File: config.mk
export PLATFORM = sky130hd
export DESIGN_NAME = hbg_ctrl
export DESIGN_NICKNAME = d
export VERILOG_FILES = /design/src/rtl/hbg_pkg.sv /design/src/rtl/hbg_ds_mon.sv /design/src/rtl/hbg_rl_seq.sv /design/src/rtl/hbg_ctrl.sv
export SDC_FILE = /design/constraint.sdc
export NUM_CORES = 1
export LEC_CHECK = 0
export BUFFER_PORTS_ARGS = -buffer_cell sky130_fd_sc_hd__buf_4
export CAP_MARGIN = 10
export CORE_ASPECT_RATIO = 0.6
export CORE_UTILIZATION = 58
export CTS_BUF_LIST = sky130_fd_sc_hd__clkbuf_8
export DETAILED_ROUTE_END_ITERATION = 8
export GPL_TIMING_DRIVEN = 0
export PLACE_DENSITY = 0.86
export SLEW_MARGIN = 0
export SYNTH_ARGS = -nofsm -noshare
export SYNTH_HDL_FRONTEND = slang
export SYNTH_SLANG_ARGS = --single-unit
export TNS_END_PERCENT = 50
File: constraint.sdc
create_clock -name clk -period 2.45 [get_ports clk]
set_input_delay 0.3675 -clock clk [delete_from_list [all_inputs] [get_ports clk]]
set_output_delay 0.3675 -clock clk [all_outputs]
set_load 0.02 [all_outputs]
File: src/rtl/hbg_pkg.sv
// Shared constants and types for the external H-bridge gate control
package hbg_pkg;
  localparam int unsigned CLK_PERIOD_NS = 20;
  localparam int unsigned SINK_MIN_NS   = 32000;
  localparam int unsigned SINK_MAX_NS   = 64000;
  localparam int unsigned SINK_CYC      = (SINK_MIN_NS + CLK_PERIOD_NS - 1) / CLK_PERIOD_NS;
  localparam int unsigned SINK_MAX_CYC  = SINK_MAX_NS / CLK_PERIOD_NS;
  localparam int unsigned DS_SETTLE_NS  = 1000;
  localparam int unsigned DS_FILTER_NS  = 6000;
  localparam int unsigned DS_SETTLE_CYC = (DS_SETTLE_NS + CLK_PERIOD_NS - 1) / CLK_PERIOD_NS;
  localparam int unsigned DS_FILT_CYC   = (DS_FILTER_NS + CLK_PERIOD_NS - 1) / CLK_PERIOD_NS;
  localparam int unsigned PWM_MIN_HIGH_NS = 250;
  localparam int unsigned SLEW_W        = 5;
  localparam int unsigned THR_W         = 3;
  localparam int unsigned SLEW_STEPS    = 31;
  localparam int unsigned NUM_BRIDGES   = 2;
  localparam int unsigned GATES_PER_BR  = 4;
  localparam int unsigned GATE_HIGH_ONE = 0;
  localparam int unsigned GATE_LOW_ONE  = 1;
  localparam int unsigned GATE_HIGH_TWO = 2;
  localparam int unsigned GATE_LOW_TWO  = 3;

  typedef enum logic [1:0] {
    HBG_G_LOW,
    HBG_G_HIGH,
    HBG_G_SINK,
    HBG_G_RES
  } hbg_gate_t;

  typedef enum logic [1:0] {
    HBG_S_RUN,
    HBG_S_SINK,
    HBG_S_RES
  } hbg_seq_t;

  typedef struct packed {
    logic              bridge_enable_bit;
    logic              dual_leg_mode_bit;
    logic              bridge_direction_bit;
    logic              freewheel_side_leg1;
    logic              freewheel_style_leg1;
    logic              freewheel_side_leg2;
    logic              freewheel_style_leg2;
    logic [SLEW_W-1:0] slew_code;
    logic [THR_W-1:0]  short_threshold;
  } hbg_cfg_t;

  typedef struct packed {
    hbg_gate_t low_gate_two;
    hbg_gate_t high_gate_two;
    hbg_gate_t low_gate_one;
    hbg_gate_t high_gate_one;
  } hbg_gates_t;
endpackage

File: src/rtl/hbg_ds_mon.sv
// Drain-source short monitor for one external MOSFET
`timescale 1ns/1ps
module hbg_ds_mon #(
  parameter int unsigned SETTLE_CYC = hbg_pkg::DS_SETTLE_CYC,
  parameter int unsigned FILT_CYC   = hbg_pkg::DS_FILT_CYC
) (
  input  wire logic clk,
  input  wire logic rst,
  input  wire logic gate_on,
  input  wire logic ds_cmp,
  input  wire logic flag_clear,
  output logic      short_monitor_flag,
  output logic      off_req
);
  logic [15:0] settle_cnt_r;
  logic [15:0] filt_cnt_r;
  logic        trip;

  // Counters only run while the gate is on
  always_ff @(posedge clk) begin
    if (rst || !gate_on) begin
      settle_cnt_r <= 16'h0000;
    end else if (settle_cnt_r != 16'(SETTLE_CYC)) begin
      settle_cnt_r <= settle_cnt_r + 16'h0001;
    end
  end

  // Filter may start during settling
  always_ff @(posedge clk) begin
    if (rst || !gate_on || !ds_cmp) begin
      filt_cnt_r <= 16'h0000;
    end else if (filt_cnt_r != 16'(FILT_CYC)) begin
      filt_cnt_r <= filt_cnt_r + 16'h0001;
    end
  end

  assign trip = gate_on && ds_cmp && (filt_cnt_r == 16'(FILT_CYC))
                && (settle_cnt_r == 16'(SETTLE_CYC));

  // Set wins over clear so a trip is never lost
  always_ff @(posedge clk) begin
    if (rst) begin
      short_monitor_flag <= 1'b0;
    end else if (trip) begin
      short_monitor_flag <= 1'b1;
    end else if (flag_clear) begin
      short_monitor_flag <= 1'b0;
    end
  end

  // Trip acts at once so the gate is not held past the filter time
  assign off_req = short_monitor_flag || trip;

  trip_flag_a: assert property (@(posedge clk) disable iff (rst) trip |=> short_monitor_flag)
    else $error("short flag not set after trip");

  flag_hold_a: assert property (@(posedge clk) disable iff (rst)
    short_monitor_flag && !flag_clear |=> short_monitor_flag)
    else $error("short flag dropped without clear");

  flag_cause_a: assert property (@(posedge clk) disable iff (rst)
    $rose(short_monitor_flag) |-> $past(gate_on) && $past(ds_cmp))
    else $error("short flag set while gate off or comparator low");
endmodule

File: src/rtl/hbg_rl_seq.sv
// Resistive-low entry sequencer for one bridge
`timescale 1ns/1ps
module hbg_rl_seq #(
  parameter int unsigned SINK_CYC = hbg_pkg::SINK_CYC
) (
  input  wire logic       clk,
  input  wire logic       rst,
  input  wire logic       fault,
  input  wire logic       hold_res,
  output hbg_pkg::hbg_seq_t seq_state
);
  logic [11:0] cnt_r;

  always_ff @(posedge clk) begin
    if (rst) begin
      seq_state <= hbg_pkg::HBG_S_RES;
    end else begin
      case (seq_state)
        hbg_pkg::HBG_S_RUN: begin
          if (hold_res) begin
            seq_state <= hbg_pkg::HBG_S_RES;
          end else if (fault) begin
            seq_state <= hbg_pkg::HBG_S_SINK;
          end
        end
        hbg_pkg::HBG_S_SINK: begin
          if (hold_res || cnt_r == 12'(SINK_CYC - 1)) begin
            seq_state <= hbg_pkg::HBG_S_RES;
          end
        end
        hbg_pkg::HBG_S_RES: begin
          if (!hold_res && !fault) begin
            seq_state <= hbg_pkg::HBG_S_RUN;
          end
        end
        default: seq_state <= hbg_pkg::HBG_S_RES;
      endcase
    end
  end

  always_ff @(posedge clk) begin
    if (rst || seq_state != hbg_pkg::HBG_S_SINK) begin
      cnt_r <= 12'h000;
    end else begin
      cnt_r <= cnt_r + 12'h001;
    end
  end

  sink_len_a: assert property (@(posedge clk) disable iff (rst)
    seq_state == hbg_pkg::HBG_S_SINK && $past(seq_state) == hbg_pkg::HBG_S_RUN && !hold_res
    |-> (seq_state == hbg_pkg::HBG_S_SINK) [*8])
    else $error("sink phase ended too early");

  sink_end_a: assert property (@(posedge clk) disable iff (rst)
    $past(seq_state) == hbg_pkg::HBG_S_SINK && seq_state == hbg_pkg::HBG_S_RES && !$past(hold_res)
    |-> $past(cnt_r) == 12'(SINK_CYC - 1))
    else $error("sink phase length wrong");
endmodule

File: src/rtl/hbg_ctrl.sv
// Gate-state control for two external MOSFET H-bridges
//
// Contract
// - Single mode: PWM one high drives H2/L1 (direction 0) or H1/L2 (direction 1).
// - Single mode: side and style bits pick one of four freewheel behaviours.
// - PWM low, style 0: side 0 both low gates on, side 1 both high gates.
// - PWM low, style 1: one gate on, chosen by side and direction.
// - Charge pump low or thermal shutdown: resistive-low; overvoltage alone: actively low.
// - Drain-source short switches off only the half bridge containing it.
// - Dual mode: legs run independently from own PWM and freewheel bits.
// - Dual mode leg decoding by side and style bits against PWM level.
// - Watchdog long open window forces all drivers off.
// - Slew on: high gate uses current source while drain-source voltage is low.
// - Gate current is slew code times maximum current over 31.
// - Slew code zero disables slew control.
// - Standby, thermal, pump low, invalid command put bridges resistive.
// - Fault entry sinks 32 to 64 us before going resistive.
// - Long drain-source overvoltage switches the gate off and sets its flag.
// - Tripped gate stays off until the host clears its flag.
// - Monitoring only while gate on; gate on no longer than filter time.
// - Comparator valid after settling, but may start the filter earlier.
// - Short threshold is set separately for bridge A and bridge B.
`timescale 1ns/1ps
module hbg_ctrl #(
  parameter int unsigned SETTLE_CYC = hbg_pkg::DS_SETTLE_CYC,
  parameter int unsigned FILT_CYC   = hbg_pkg::DS_FILT_CYC,
  parameter int unsigned SINK_CYC   = hbg_pkg::SINK_CYC
) (
  input  wire logic                                   clk,
  input  wire logic                                   rst,
  input  hbg_pkg::hbg_cfg_t [1:0]                     cfg,
  input  wire logic [1:0]                             bridge_pwm_in_one,
  input  wire logic [1:0]                             bridge_pwm_in_two,
  input  wire logic                                   pump_voltage_low_flag,
  input  wire logic                                   thermal_shutdown_flag,
  input  wire logic                                   vs_overvoltage_flag,
  input  wire logic                                   invalid_command_flag,
  input  wire logic                                   standby_mode,
  input  wire logic                                   watchdog_long_open,
  input  wire logic [7:0]                             ds_comparator,
  input  wire logic [7:0]                             short_monitor_clear,
  input  wire logic [3:0]                             hs_vds_below_switch,
  output hbg_pkg::hbg_gates_t [1:0]                   gate_state,
  output logic [7:0]                                  short_monitor_flag_bits,
  output logic [3:0]                                  hs_slew_current_en,
  output logic [2*hbg_pkg::SLEW_W-1:0]                slew_code_out,
  output logic [2*hbg_pkg::THR_W-1:0]                 short_threshold_out
);
  hbg_pkg::hbg_gates_t gate_r   [2];
  hbg_pkg::hbg_gates_t gate_nxt [2];
  hbg_pkg::hbg_seq_t   seq_st   [2];
  logic [7:0]          ds_off;
  logic [7:0]          gate_on;
  logic                fault_rl;
  logic [1:0]          quiet;

  // Order of bits in an on-vector: {low two, high two, low one, high one}
  function automatic logic [3:0] decode_single(input hbg_pkg::hbg_cfg_t c, input logic pwm);
    logic [3:0] on;
    on = 4'h0;
    if (pwm) begin
      on = c.bridge_direction_bit ? 4'h9 : 4'h6;
    end else if (!c.freewheel_style_leg1) begin
      on = c.freewheel_side_leg1 ? 4'h5 : 4'hA;
    end else if (!c.freewheel_side_leg1) begin
      on = c.bridge_direction_bit ? 4'h8 : 4'h2;
    end else begin
      on = c.bridge_direction_bit ? 4'h1 : 4'h4;
    end
    return on;
  endfunction

  // Returns {low, high} for one leg in dual mode
  function automatic logic [1:0] decode_leg(input logic side, input logic style, input logic pwm);
    logic [1:0] on;
    on = 2'h0;
    if (!style) begin
      on = (pwm ^ side) ? 2'h1 : 2'h2;
    end else if (pwm) begin
      on = side ? 2'h2 : 2'h1;
    end
    return on;
  endfunction

  function automatic hbg_pkg::hbg_gates_t to_gates(input logic [3:0] on);
    hbg_pkg::hbg_gates_t g;
    g.high_gate_one = on[0] ? hbg_pkg::HBG_G_HIGH : hbg_pkg::HBG_G_LOW;
    g.low_gate_one  = on[1] ? hbg_pkg::HBG_G_HIGH : hbg_pkg::HBG_G_LOW;
    g.high_gate_two = on[2] ? hbg_pkg::HBG_G_HIGH : hbg_pkg::HBG_G_LOW;
    g.low_gate_two  = on[3] ? hbg_pkg::HBG_G_HIGH : hbg_pkg::HBG_G_LOW;
    return g;
  endfunction

  function automatic hbg_pkg::hbg_gates_t all_gates(input hbg_pkg::hbg_gate_t s);
    hbg_pkg::hbg_gates_t g;
    g.high_gate_one = s;
    g.low_gate_one  = s;
    g.high_gate_two = s;
    g.low_gate_two  = s;
    return g;
  endfunction

  assign fault_rl = pump_voltage_low_flag || thermal_shutdown_flag || invalid_command_flag;

  for (genvar b = 0; b < 2; b++) begin : g_br
    logic [3:0] on_vec;
    logic       drive_ok;

    hbg_rl_seq #(
      .SINK_CYC (SINK_CYC)
    ) u_seq (
      .clk       (clk),
      .rst       (rst),
      .fault     (fault_rl),
      .hold_res  (standby_mode || !cfg[b].bridge_enable_bit),
      .seq_state (seq_st[b])
    );

    for (genvar g = 0; g < 4; g++) begin : g_mon
      hbg_ds_mon #(
        .SETTLE_CYC (SETTLE_CYC),
        .FILT_CYC   (FILT_CYC)
      ) u_mon (
        .clk                (clk),
        .rst                (rst),
        .gate_on            (gate_on[b*4+g]),
        .ds_cmp             (ds_comparator[b*4+g]),
        .flag_clear         (short_monitor_clear[b*4+g]),
        .short_monitor_flag (short_monitor_flag_bits[b*4+g]),
        .off_req            (ds_off[b*4+g])
      );
    end

    assign gate_on[b*4+0] = gate_r[b].high_gate_one == hbg_pkg::HBG_G_HIGH;
    assign gate_on[b*4+1] = gate_r[b].low_gate_one == hbg_pkg::HBG_G_HIGH;
    assign gate_on[b*4+2] = gate_r[b].high_gate_two == hbg_pkg::HBG_G_HIGH;
    assign gate_on[b*4+3] = gate_r[b].low_gate_two == hbg_pkg::HBG_G_HIGH;
    assign quiet[b] = cfg[b].bridge_enable_bit && !fault_rl && !standby_mode
                      && seq_st[b] == hbg_pkg::HBG_S_RUN;
    assign drive_ok = quiet[b] && !vs_overvoltage_flag && !watchdog_long_open
                      && ds_off[b*4+3:b*4] == 4'h0;

    always_comb begin
      on_vec = 4'h0;
      if (cfg[b].dual_leg_mode_bit) begin
        on_vec[1:0] = decode_leg(cfg[b].freewheel_side_leg1, cfg[b].freewheel_style_leg1, bridge_pwm_in_one[b]);
        on_vec[3:2] = decode_leg(cfg[b].freewheel_side_leg2, cfg[b].freewheel_style_leg2, bridge_pwm_in_two[b]);
      end else begin
        on_vec = decode_single(cfg[b], bridge_pwm_in_one[b]);
      end
      // A shorted MOSFET takes its whole leg off
      if (ds_off[b*4+0] || ds_off[b*4+1]) begin
        on_vec[1:0] = 2'h0;
      end
      if (ds_off[b*4+2] || ds_off[b*4+3]) begin
        on_vec[3:2] = 2'h0;
      end
      // Priority: disable, resistive sequence, overvoltage, watchdog, decode
      if (!cfg[b].bridge_enable_bit) begin
        gate_nxt[b] = all_gates(hbg_pkg::HBG_G_RES);
      end else if (seq_st[b] == hbg_pkg::HBG_S_SINK ||
                   (seq_st[b] == hbg_pkg::HBG_S_RUN && fault_rl && !standby_mode)) begin
        gate_nxt[b] = all_gates(hbg_pkg::HBG_G_SINK);
      end else if (seq_st[b] == hbg_pkg::HBG_S_RES || standby_mode) begin
        gate_nxt[b] = all_gates(hbg_pkg::HBG_G_RES);
      end else if (vs_overvoltage_flag) begin
        gate_nxt[b] = all_gates(hbg_pkg::HBG_G_LOW);
      end else if (watchdog_long_open) begin
        gate_nxt[b] = all_gates(hbg_pkg::HBG_G_LOW);
      end else begin
        gate_nxt[b] = to_gates(on_vec);
      end
    end

    always_ff @(posedge clk) begin
      if (rst) begin
        gate_r[b] <= all_gates(hbg_pkg::HBG_G_RES);
      end else begin
        gate_r[b] <= gate_nxt[b];
      end
    end

    // Slew source only on the high gates, only with a non-zero code
    always_ff @(posedge clk) begin
      if (rst) begin
        hs_slew_current_en[b*2+1:b*2] <= 2'h0;
      end else begin
        hs_slew_current_en[b*2] <= (cfg[b].slew_code != 5'h00) && hs_vds_below_switch[b*2]
                                   && (gate_nxt[b].high_gate_one inside {hbg_pkg::HBG_G_HIGH, hbg_pkg::HBG_G_SINK});
        hs_slew_current_en[b*2+1] <= (cfg[b].slew_code != 5'h00) && hs_vds_below_switch[b*2+1]
                                     && (gate_nxt[b].high_gate_two inside {hbg_pkg::HBG_G_HIGH, hbg_pkg::HBG_G_SINK});
      end
    end

    // Current is code times one 1/31 step; the analog side scales it
    always_ff @(posedge clk) begin
      if (rst) begin
        slew_code_out[b*hbg_pkg::SLEW_W +: hbg_pkg::SLEW_W] <= 5'h00;
        short_threshold_out[b*hbg_pkg::THR_W +: hbg_pkg::THR_W] <= 3'h0;
      end else begin
        slew_code_out[b*hbg_pkg::SLEW_W +: hbg_pkg::SLEW_W] <= cfg[b].slew_code;
        short_threshold_out[b*hbg_pkg::THR_W +: hbg_pkg::THR_W] <= cfg[b].short_threshold;
      end
    end

    dis_res_a: assert property (@(posedge clk) disable iff (rst)
      !cfg[b].bridge_enable_bit |=> gate_r[b] == all_gates(hbg_pkg::HBG_G_RES))
      else $error("disabled bridge not resistive-low");

    ov_low_a: assert property (@(posedge clk) disable iff (rst)
      quiet[b] && vs_overvoltage_flag |=> gate_r[b] == all_gates(hbg_pkg::HBG_G_LOW))
      else $error("overvoltage did not force gates low");

    wd_off_a: assert property (@(posedge clk) disable iff (rst)
      quiet[b] && watchdog_long_open |=> gate_r[b] == all_gates(hbg_pkg::HBG_G_LOW))
      else $error("long open window did not force gates off");

    fault_sink_a: assert property (@(posedge clk) disable iff (rst)
      cfg[b].bridge_enable_bit && seq_st[b] == hbg_pkg::HBG_S_RUN && pump_voltage_low_flag && !standby_mode
      |=> gate_r[b] == all_gates(hbg_pkg::HBG_G_SINK) ##1 gate_r[b] == all_gates(hbg_pkg::HBG_G_SINK))
      else $error("fault entry did not sink");

    single_drive_a: assert property (@(posedge clk) disable iff (rst)
      quiet[b] && !vs_overvoltage_flag && !watchdog_long_open && !cfg[b].dual_leg_mode_bit
      && bridge_pwm_in_one[b] && !cfg[b].bridge_direction_bit && ds_off[b*4+3:b*4] == 4'h0
      |=> gate_on[b*4+3:b*4] == 4'h6)
      else $error("single mode drive decode wrong");

    single_rev_a: assert property (@(posedge clk) disable iff (rst)
      drive_ok && !cfg[b].dual_leg_mode_bit && bridge_pwm_in_one[b] && cfg[b].bridge_direction_bit
      |=> gate_on[b*4+3:b*4] == 4'h9)
      else $error("single mode reverse drive wrong");

    fw_low_a: assert property (@(posedge clk) disable iff (rst)
      drive_ok && !cfg[b].dual_leg_mode_bit && !bridge_pwm_in_one[b] && !cfg[b].freewheel_style_leg1
      && !cfg[b].freewheel_side_leg1 |=> gate_on[b*4+3:b*4] == 4'hA)
      else $error("active low freewheel wrong");

    fw_high_a: assert property (@(posedge clk) disable iff (rst)
      drive_ok && !cfg[b].dual_leg_mode_bit && !bridge_pwm_in_one[b] && !cfg[b].freewheel_style_leg1
      && cfg[b].freewheel_side_leg1 |=> gate_on[b*4+3:b*4] == 4'h5)
      else $error("active high freewheel wrong");

    pass_low_a: assert property (@(posedge clk) disable iff (rst)
      drive_ok && !cfg[b].dual_leg_mode_bit && !bridge_pwm_in_one[b] && cfg[b].freewheel_style_leg1
      && !cfg[b].freewheel_side_leg1
      |=> gate_on[b*4+3:b*4] == ($past(cfg[b].bridge_direction_bit) ? 4'h8 : 4'h2))
      else $error("passive low freewheel wrong");

    pass_high_a: assert property (@(posedge clk) disable iff (rst)
      drive_ok && !cfg[b].dual_leg_mode_bit && !bridge_pwm_in_one[b] && cfg[b].freewheel_style_leg1
      && cfg[b].freewheel_side_leg1
      |=> gate_on[b*4+3:b*4] == ($past(cfg[b].bridge_direction_bit) ? 4'h1 : 4'h4))
      else $error("passive high freewheel wrong");

    leg_drive_a: assert property (@(posedge clk) disable iff (rst)
      drive_ok && cfg[b].dual_leg_mode_bit && !cfg[b].freewheel_style_leg1 && !cfg[b].freewheel_side_leg1
      && bridge_pwm_in_one[b] |=> gate_on[b*4+1:b*4] == 2'h1)
      else $error("dual leg high drive wrong");

    leg_low_a: assert property (@(posedge clk) disable iff (rst)
      drive_ok && cfg[b].dual_leg_mode_bit && !cfg[b].freewheel_style_leg2 && cfg[b].freewheel_side_leg2
      && bridge_pwm_in_two[b] |=> gate_on[b*4+3:b*4+2] == 2'h2)
      else $error("dual leg low drive wrong");

    leg_pass_a: assert property (@(posedge clk) disable iff (rst)
      drive_ok && cfg[b].dual_leg_mode_bit && cfg[b].freewheel_style_leg1 && !bridge_pwm_in_one[b]
      |=> gate_on[b*4+1:b*4] == 2'h0)
      else $error("dual leg passive freewheel wrong");

    short_leg_a: assert property (@(posedge clk) disable iff (rst)
      ds_off[b*4+2] || ds_off[b*4+3] |=> gate_on[b*4+3:b*4+2] == 2'h0)
      else $error("shorted leg still driven");

    standby_res_a: assert property (@(posedge clk) disable iff (rst)
      cfg[b].bridge_enable_bit && standby_mode && seq_st[b] != hbg_pkg::HBG_S_SINK
      |=> gate_r[b] == all_gates(hbg_pkg::HBG_G_RES))
      else $error("standby not resistive");

    res_hold_a: assert property (@(posedge clk) disable iff (rst)
      cfg[b].bridge_enable_bit && seq_st[b] == hbg_pkg::HBG_S_RES
      |=> gate_r[b] == all_gates(hbg_pkg::HBG_G_RES))
      else $error("resistive state not shown");

    fault_prio_a: assert property (@(posedge clk) disable iff (rst)
      cfg[b].bridge_enable_bit && seq_st[b] == hbg_pkg::HBG_S_RUN && fault_rl && !standby_mode
      |=> gate_on[b*4+3:b*4] == 4'h0)
      else $error("fault did not override decode");

    slew_zero_a: assert property (@(posedge clk) disable iff (rst)
      cfg[b].slew_code == 5'h00 |=> hs_slew_current_en[b*2+1:b*2] == 2'h0)
      else $error("slew source on with zero code");

    slew_vds_a: assert property (@(posedge clk) disable iff (rst)
      hs_vds_below_switch[b*2+1:b*2] == 2'h0 |=> hs_slew_current_en[b*2+1:b*2] == 2'h0)
      else $error("slew source on above switch threshold");

    slew_code_a: assert property (@(posedge clk) disable iff (rst)
      1'b1 |=> slew_code_out[b*hbg_pkg::SLEW_W +: hbg_pkg::SLEW_W] == $past(cfg[b].slew_code))
      else $error("slew code not passed");

    thr_sel_a: assert property (@(posedge clk) disable iff (rst)
      1'b1 |=> short_threshold_out[b*hbg_pkg::THR_W +: hbg_pkg::THR_W] == $past(cfg[b].short_threshold))
      else $error("short threshold not passed");
  end

  assign gate_state[0] = gate_r[0];
  assign gate_state[1] = gate_r[1];
endmodule

Word level (Yosys, flattened, before mapping)
Memories as Yosys holds them, arrays and structs flattened.
Index checks and enable logic that the tools add are counted.
{ "classes": {"add_sub_neg": 18, "multipliers": 0, "n_div": 0, "magnitude_cmp": 0, "n_eq_ne": 62, "n_shift": 0, "mux": 84, "n_bitwise": 6, "reduce_logical": 118} }
{ "ops": {"columns": ["op", "n"], "rows": [
  ["$add A16 B1 Y16 const B", 16],
  ["$eq A16 B6 Y1 const B", 8],
  ["$eq A16 B9 Y1 const B", 8],
  ["$ne A16 B6 Y1 const B", 8],
  ["$ne A16 B9 Y1 const B", 8],
  ["$mux W8", 8],
  ["$mux W4", 14],
  ["$mux W2", 27],
  ["$logic_or A1 B1 Y1", 40],
  ["$logic_and A1 B1 Y1", 38],
  ["$eq A2 B1 Y1 const B", 14],
  ["$mux W7", 4],
  ["$mux W1", 27],
  ["$add A12 B1 Y12 const B", 2],
  ["$eq A12 B11 Y1 const B", 2],
  ["$reduce_bool A2 Y1", 12],
  ["$logic_not A1 Y1", 22],
  ["$eq A2 B2 Y1 const B", 6],
  ["$ne A2 B1 Y1 const B", 6],
  ["$pmux W2 S3", 2],
  ["$reduce_bool A5 Y1", 2],
  ["$mux W3", 2],
  ["$ne A3 B2 Y1 const B", 2],
  ["$reduce_and A3 Y1", 2],
  ["other kinds (3)", 8]
]} }
{ "word_totals": {"reg_bits": 312, "latchBits": 0, "ramBits": 16, "mem_bits_ro": 0, "elab_cells": 323, "n_memories": 1} }
{ "mem_list": {"columns": ["name", "depth", "word_bits", "rd", "rd_ports_with_merged_regs", "write_ports", "line_no", "source"], "rows": [
  ["gate_r", 2, 8, 2, 0, 2, "hbg_ctrl.sv:49", "hbg_pkg::hbg_gates_t gate_r [2];"]
]} }

Logic depth before layout (Yosys ltp)
An unclocked memory read counts as a cell.
{ "logic_depth": {"depth_word": 17, "ltp_mapped": 7, "mapped_depth_nobuf": 6} }

Modules after synthesis
A second synthesis with hierarchy kept.
{ "hier_totals": {"cells_unflattened": 1800, "hier_area_um2": 15563.7} }
{ "modules_own_cells": {"columns": ["module", "n_inst", "cells_each", "area_per_inst_um2", "seq_area_each_um2"], "rows": [
  ["hbg_ds_mon", 8, 187, 1606.5, 660.6],
  ["hbg_ctrl", 1, 166, 1470.2, 600.6],
  ["hbg_rl_seq", 2, 69, 620.6, 280.3]
]} }

Worst setup path after synthesis
Ideal clock, no wire load.
{ "synth_timing": {"path_kind": "register -> register", "from": "register g_br[1].g_mon[3].u_mon.filt_cnt_r[0]", "to": "memory gate_r[1][6] in the netlist's numbering", "t_arrival_ps": 1944, "path_slack_ps": 373, "path_stages_with_launch": 7, "cell_sequence": "dfxtp_1 inv_1 ha_1 or3b_2 or4_4 o31ai_1 o41ai_1"} }
{ "synth_lines": {"columns": ["item", "line_no", "source"], "rows": [
  ["start: declaration", "hbg_ds_mon.sv:16", "logic [15:0] filt_cnt_r;"],
  ["start signal: assignment", "hbg_ds_mon.sv:33", "filt_cnt_r <= filt_cnt_r + 16'h0001;"],
  ["end: declaration", "hbg_ctrl.sv:49", null]
]} }

Worst setup path after layout
{ "layout_timing": {"from": "register g_br[0].g_mon[2].u_mon.filt_cnt_r[8]", "to": "register hs_slew_current_en[1]"} }
{ "layout_via": {"elab_chain_cells": 15, "elab_cells_between_ends": 16, "cone_classes": "eq/ne (3); mux (7); reduce/logical (6)"} }
{ "layout_rtl": {"columns": ["item", "line_no", "source"], "rows": [
  ["start: declaration", "hbg_ds_mon.sv:16", null],
  ["start signal: assignment", "hbg_ds_mon.sv:33", null],
  ["$eq A16 B9 Y1 *", "hbg_ds_mon.sv:37", "assign trip = gate_on && ds_cmp && (filt_cnt_r == 16'(FILT_CYC))"],
  ["$logic_and A1 B1 Y1 *", "hbg_ds_mon.sv:37", null],
  ["$logic_and A1 B1 Y1 *", "hbg_ds_mon.sv:38", "&& (settle_cnt_r == 16'(SETTLE_CYC));"],
  ["$logic_or A1 B1 Y1 *", "hbg_ds_mon.sv:52", "assign off_req = short_monitor_flag || trip;"],
  ["$logic_or A1 B1 Y1 *", "hbg_ctrl.sv:155", "if (ds_off[b*4+2] || ds_off[b*4+3]) begin"],
  ["$mux W2 *", "hbg_ctrl.sv:155", null],
  ["$mux W1 *", "hbg_ctrl.sv:89", "g.high_gate_two = on[2] ? hbg_pkg::HBG_G_HIGH : hbg_pkg::HBG_G_LOW;"],
  ["$mux W7 *", "hbg_ctrl.sv:168", "end else if (watchdog_long_open) begin"],
  ["$mux W7 *", "hbg_ctrl.sv:166", "end else if (vs_overvoltage_flag) begin"],
  ["$mux W8 *", "hbg_ctrl.sv:164", "end else if (seq_st[b] == hbg_pkg::HBG_S_RES || standby_mode) begin"],
  ["$mux W8 *", "hbg_ctrl.sv:161", "end else if (seq_st[b] == hbg_pkg::HBG_S_SINK ||"],
  ["$mux W8 *", "hbg_ctrl.sv:159", "if (!cfg[b].bridge_enable_bit) begin"],
  ["$eq A2 B1 Y1 or $eq A2 B2 Y1 (tied branches)", "hbg_ctrl.sv:191", "&& (gate_nxt[b].high_gate_two inside {hbg_pkg::HBG_G_HIGH, hbg_pkg::HBG_G_SINK});"],
  ["$reduce_bool A2 Y1 *", "hbg_ctrl.sv:191", null],
  ["$logic_and A1 B1 Y1 *", "hbg_ctrl.sv:191", null],
  ["end signal: indexed assignment", "hbg_ctrl.sv:188", "hs_slew_current_en[b*2] <= (cfg[b].slew_code != 5'h00) && hs_vds_below_switch[b*2]"],
  ["end signal: indexed assignment", "hbg_ctrl.sv:190", "hs_slew_current_en[b*2+1] <= (cfg[b].slew_code != 5'h00) && hs_vds_below_switch[b*2+1]"],
  ["end: declaration", "hbg_ctrl.sv:45", "output logic [3:0] hs_slew_current_en,"]
]} }
Every way passes the cells marked *; elsewhere a longest branch is shown, timed or not.
A chain may end at the register's enable or synchronous reset.

==> qor.log <==
qor: route.finalWirelength 36670 um
qor: clock_network.cts_max_level 2
qor: clock_network.clock_path_buffers 3
qor: placed_design.buffer_ports.inserted 103
qor: synth.synth_top_family_by_area simple AND/OR/NAND/NOR gates
qor: layout.finalInstanceArea 0.01745 sq mm
qor: synth.synth-simple-area-share 0.3125
qor: grt.number_of_antenna_violations_at_the_first_check_in_global_routing 0
qor: clock_network.worst_skew_pair_latency 0.58 ns
qor: timing.finalClockSkew 0.02571 ns
qor: floorplan.chipHeight 127.6 um
qor: grt.global_route.overflow_total 0
qor: synth.postSynthNetCount 1875
qor: route.m1WireLength 17390 um
qor: route.post_drt_wl_per_cell 15.87 um
qor: timing.setup_repair_after_global_routing_missed_its_margin no
qor: floorplan.io_pins 106
qor: floorplan.num_rows 45
qor: route.detailedRoute.firstIterationViolations 1136
qor: synth.synth.yosys.warnings 0
qor: outcome.status complete, no violations
qor: timing.maxSlewViolCount 0
qor: route.detailroute.via_count 13610
qor: placed_design.place_ws -0.1363 ns
qor: synth.postSynthCellCount 1771
qor: worst_setup_path.critPathMaxFanout 7
qor: grt.grt_pass1_wl 60890 um
qor: worst_setup_path.cells_along_the_critical_path or4b_1, or4_4, o31ai_2, o31ai_1
qor: floorplan.die-area 0.02699 sq mm
qor: run.max_cap_viols 0
qor: grt.grt_use_total 0.2743
qor: synth.synth.yosys.seq_area_share 0.4224
qor: layout.layout.cells.most_common_list 322 x dfxtp_1, 186 x nor2_1, 117 x buf_4
qor: layout.syn_to_final_growth 14.33%
qor: pwr.power.leakage 0.005588 uW
qor: layout.share_of_post_route_cells_with_drive_strength_above_1 0.1108
qor: synth.ys_seq_elements 322
qor: timing.smallest_setup_slack_after_layout 0.1415 ns
qor: clock_network.post_cts_setup_repair_bufs 0
qor: layout.most_common_library_cell_in_the_layout_ignoring_fill_and_taps dfxtp_1
qor: clock_network.clkSinkCount 322
qor: worst_setup_path.startpoint_type flip-flop
qor: placed_design.dp_hpwl 26240 um
qor: placed_design.post_dp_cell_area 0.01647 sq mm
qor: route.ant_nets 0
qor: worst_setup_path.slowest_stage_cell_crit_path or4_4
qor: timing.setup_viol 0
qor: clock_network.clkTransAtPathRegs 0.07 ns
qor: clock_network.clock-root-buffer clkbuf_8
qor: pwr.total_power 9780 uW
qor: worst_setup_path.required_time_at_the_worst_slack_endpoint 2.88 ns
qor: synth.synth_top_cells_by_area dfxtp_1 42%, xor2_1 4.7%, nor2_1 4.6%, xnor2_1 4.0%, or3_1 3.5%
qor: synth.synth_area 0.01526 sq mm
qor: route.met2WireLength 15810 um
qor: grt.maximum_number_of_pins_on_one_net_before_global_route_repair 12
qor: timing.fmax 433.2 MHz
qor: synth.synth_fa_ha_area_frac 0.03443
qor: timing.final.period_utilization 0.9422
qor: synth.syn_area_per_cell 8.617 sq um
qor: worst_setup_path.slowest_delay 0.61 ns
qor: grt.first_global_vias 12560
qor: timing.max_slew_margin 0.4546
qor: route.top_layer met4
qor: timing.final_period_minus_worst_setup_slack 2.309 ns
qor: route.wl_met3 2269 um
qor: placed_design.finalWeightedCongestion 0.9108
qor: layout.design.final.nets 2032
qor: timing.max_slew.worst_pin.slew 0.8180 ns
qor: pwr.power.ir.vdd_worst 0.4213 mV
qor: synth.share_of_the_synthesized_area_in_compound_gates_ao_oa_aoi_oai 0.09133
qor: synth.ys_async_sr_fraction 0
qor: synth.synthFlopType dfxtp_1
qor: route.vias_per_cell 5.891
qor: clock_network.cts-buffers-inserted 48
qor: layout.diodes 0
qor: route.drt_pre_antenna_iters 5
qor: timing.report.final.hold_viol_count 0
qor: route.drcViolationCount 0
qor: synth.yosys.area.top_type_share 0.4224
qor: worst_setup_path.critPathCaptureType flip-flop
qor: worst_setup_path.path_class flip-flop to flip-flop
qor: floorplan.floorplan.die.width 211.4 um
qor: synth.post_synth_mux_area_share 0.01574
qor: synth.synth-xor-area-share 0.08666
qor: synth.number_of_distinct_library_cell_variants_in_the_gate_level_netlist_after_synthesis 52
qor: synth.number_of_flops_mapped_to_enable_cells_by_yosys 0
qor: floorplan.design.core.area 0.02556 sq mm
qor: worst_setup_path.critical_path_arrival 2.74 ns
qor: synth.synth.largest_area_cell dfxtp_1
qor: clock_network.tritoncts yes
qor: pwr.power_per_cell_area 560.5 mW/mm^2
qor: floorplan.initial_utilization 0.5970
qor: worst_hold_path.hold_path_class input port to flip-flop
[synthesized netlist by cell type (all sizes together), types with 12 or more instances]
library cell  count
a21oi           106
and3             23
and4             29
buf              16
clkbuf           56
dfxtp           322
ha               42
inv              64
mux2i            24
nand2           111
nand2b           27
nand3           101
nand3b           23
nand4            70
nor2            186
nor2b            21
nor3             30
nor3b            12
nor4             62
nor4bb           12
o21ai            69
o31ai            24
or3              86
or4              25
xnor2            69
xor2             82
[flip-flops by register name (all words and copies together) (netlist names)]
register                             flops
g_br.g_mon.u_mon.filt_cnt_r            128
g_br.g_mon.u_mon.settle_cnt_r          128
short_threshold_out                      6
g_br.u_seq.cnt_r                        24
g_br.g_mon.u_mon.short_monitor_flag      8
g_br.u_seq.seq_state                     4
slew_code_out                           10
hs_slew_current_en                       4
gate_r                                  10
[through the flow]
step / TNS [ns] / std cells / hold slack (ns) / util
6_report: 0 / 2311 / 0.02778 / 0.6826
5_1_grt: 0 / 2311 / 0.01111 / 0.6826
4_1_cts: 0 / 2311 / 0.004955 / 0.6822
3_5_place_dp: -0.5436 / 2226 / 0.4472 / 0.6445
3_3_place_gp: -0.2186 / 2226 / 0.4359 / 0.6445
2_1_floorplan: 0 / 1771 / 0.4262 / -
[worst paths after layout]
check / depth (start not counted) / from / endpoint / slack, ns
hold / removal: 2 / cfg[5] / slew_code_out[2] / 0.03
hold reg to reg: 1 / g_br[1].u_seq.cnt_r[0] / g_br[1].u_seq.cnt_r[0] / 0.46
setup reg to reg: 4 / g_br[0].g_mon[2].u_mon.filt_cnt_r[8] / hs_slew_current_en[1] / 0.14
setup / recovery: 4 / g_br[0].g_mon[2].u_mon.filt_cnt_r[8] / hs_slew_current_en[1] / 0.14
[cell families (layout without fill, tap and decap cells)]
family	Yosys count	in the layout
compound gates	238	238
simple gates	858	858
xor+xnor	151	151
mux	24	24
flops	322	322
fa+ha+maj	42	42
buf+inv	136	324
[timing repair]
item,in CTS,in global routing
resized for setup,0,2
hold buffers,4,0
endpoints found under the hold margin,4,0
endpoints found under the setup margin,0,3
[layout make-up]
cell class | instances | area [sq um]
plain buffers | 72 | 322.8
clock buffers | 61 | 839.6
clock inverters | 20 | 83.83
fillers | 1984 | 8114
inverters | 64 | 240.2
multi-input cells | 1313 | 8262
flip-flops and latches | 322 | 6446
well taps | 352 | 440.4
repair buffers | 107 | 813.3
[worst max-delay path, delay by kind of cell (launching register included)]
| family | cells | cell delay, ns |
|---|---|---|
| and+or+nand+nor | 2 | 1.14 |
| AOI/OAI and AO/OA | 2 | 0.57 |
| DFF | 1 | 0.46 |
[per-layer routing]
| metal | track usage | up-vias |
|---|---|---|
| met3 | 0.04548 | 80 |
| met1 | 0.3817 | 6440 |
| met5 | 0 | - |
| li1 | - | 6655 |
| met4 | 0.1134 | 0 |
| met2 | 0.4230 | 438 |
[power breakdown]
group / switching (uW) / internal, uW
logic: 146 / 131
clock network: 2030 / 2220
registers: 5.97 / 5250
No activity file was read; power rests on OpenSTA's default activity.
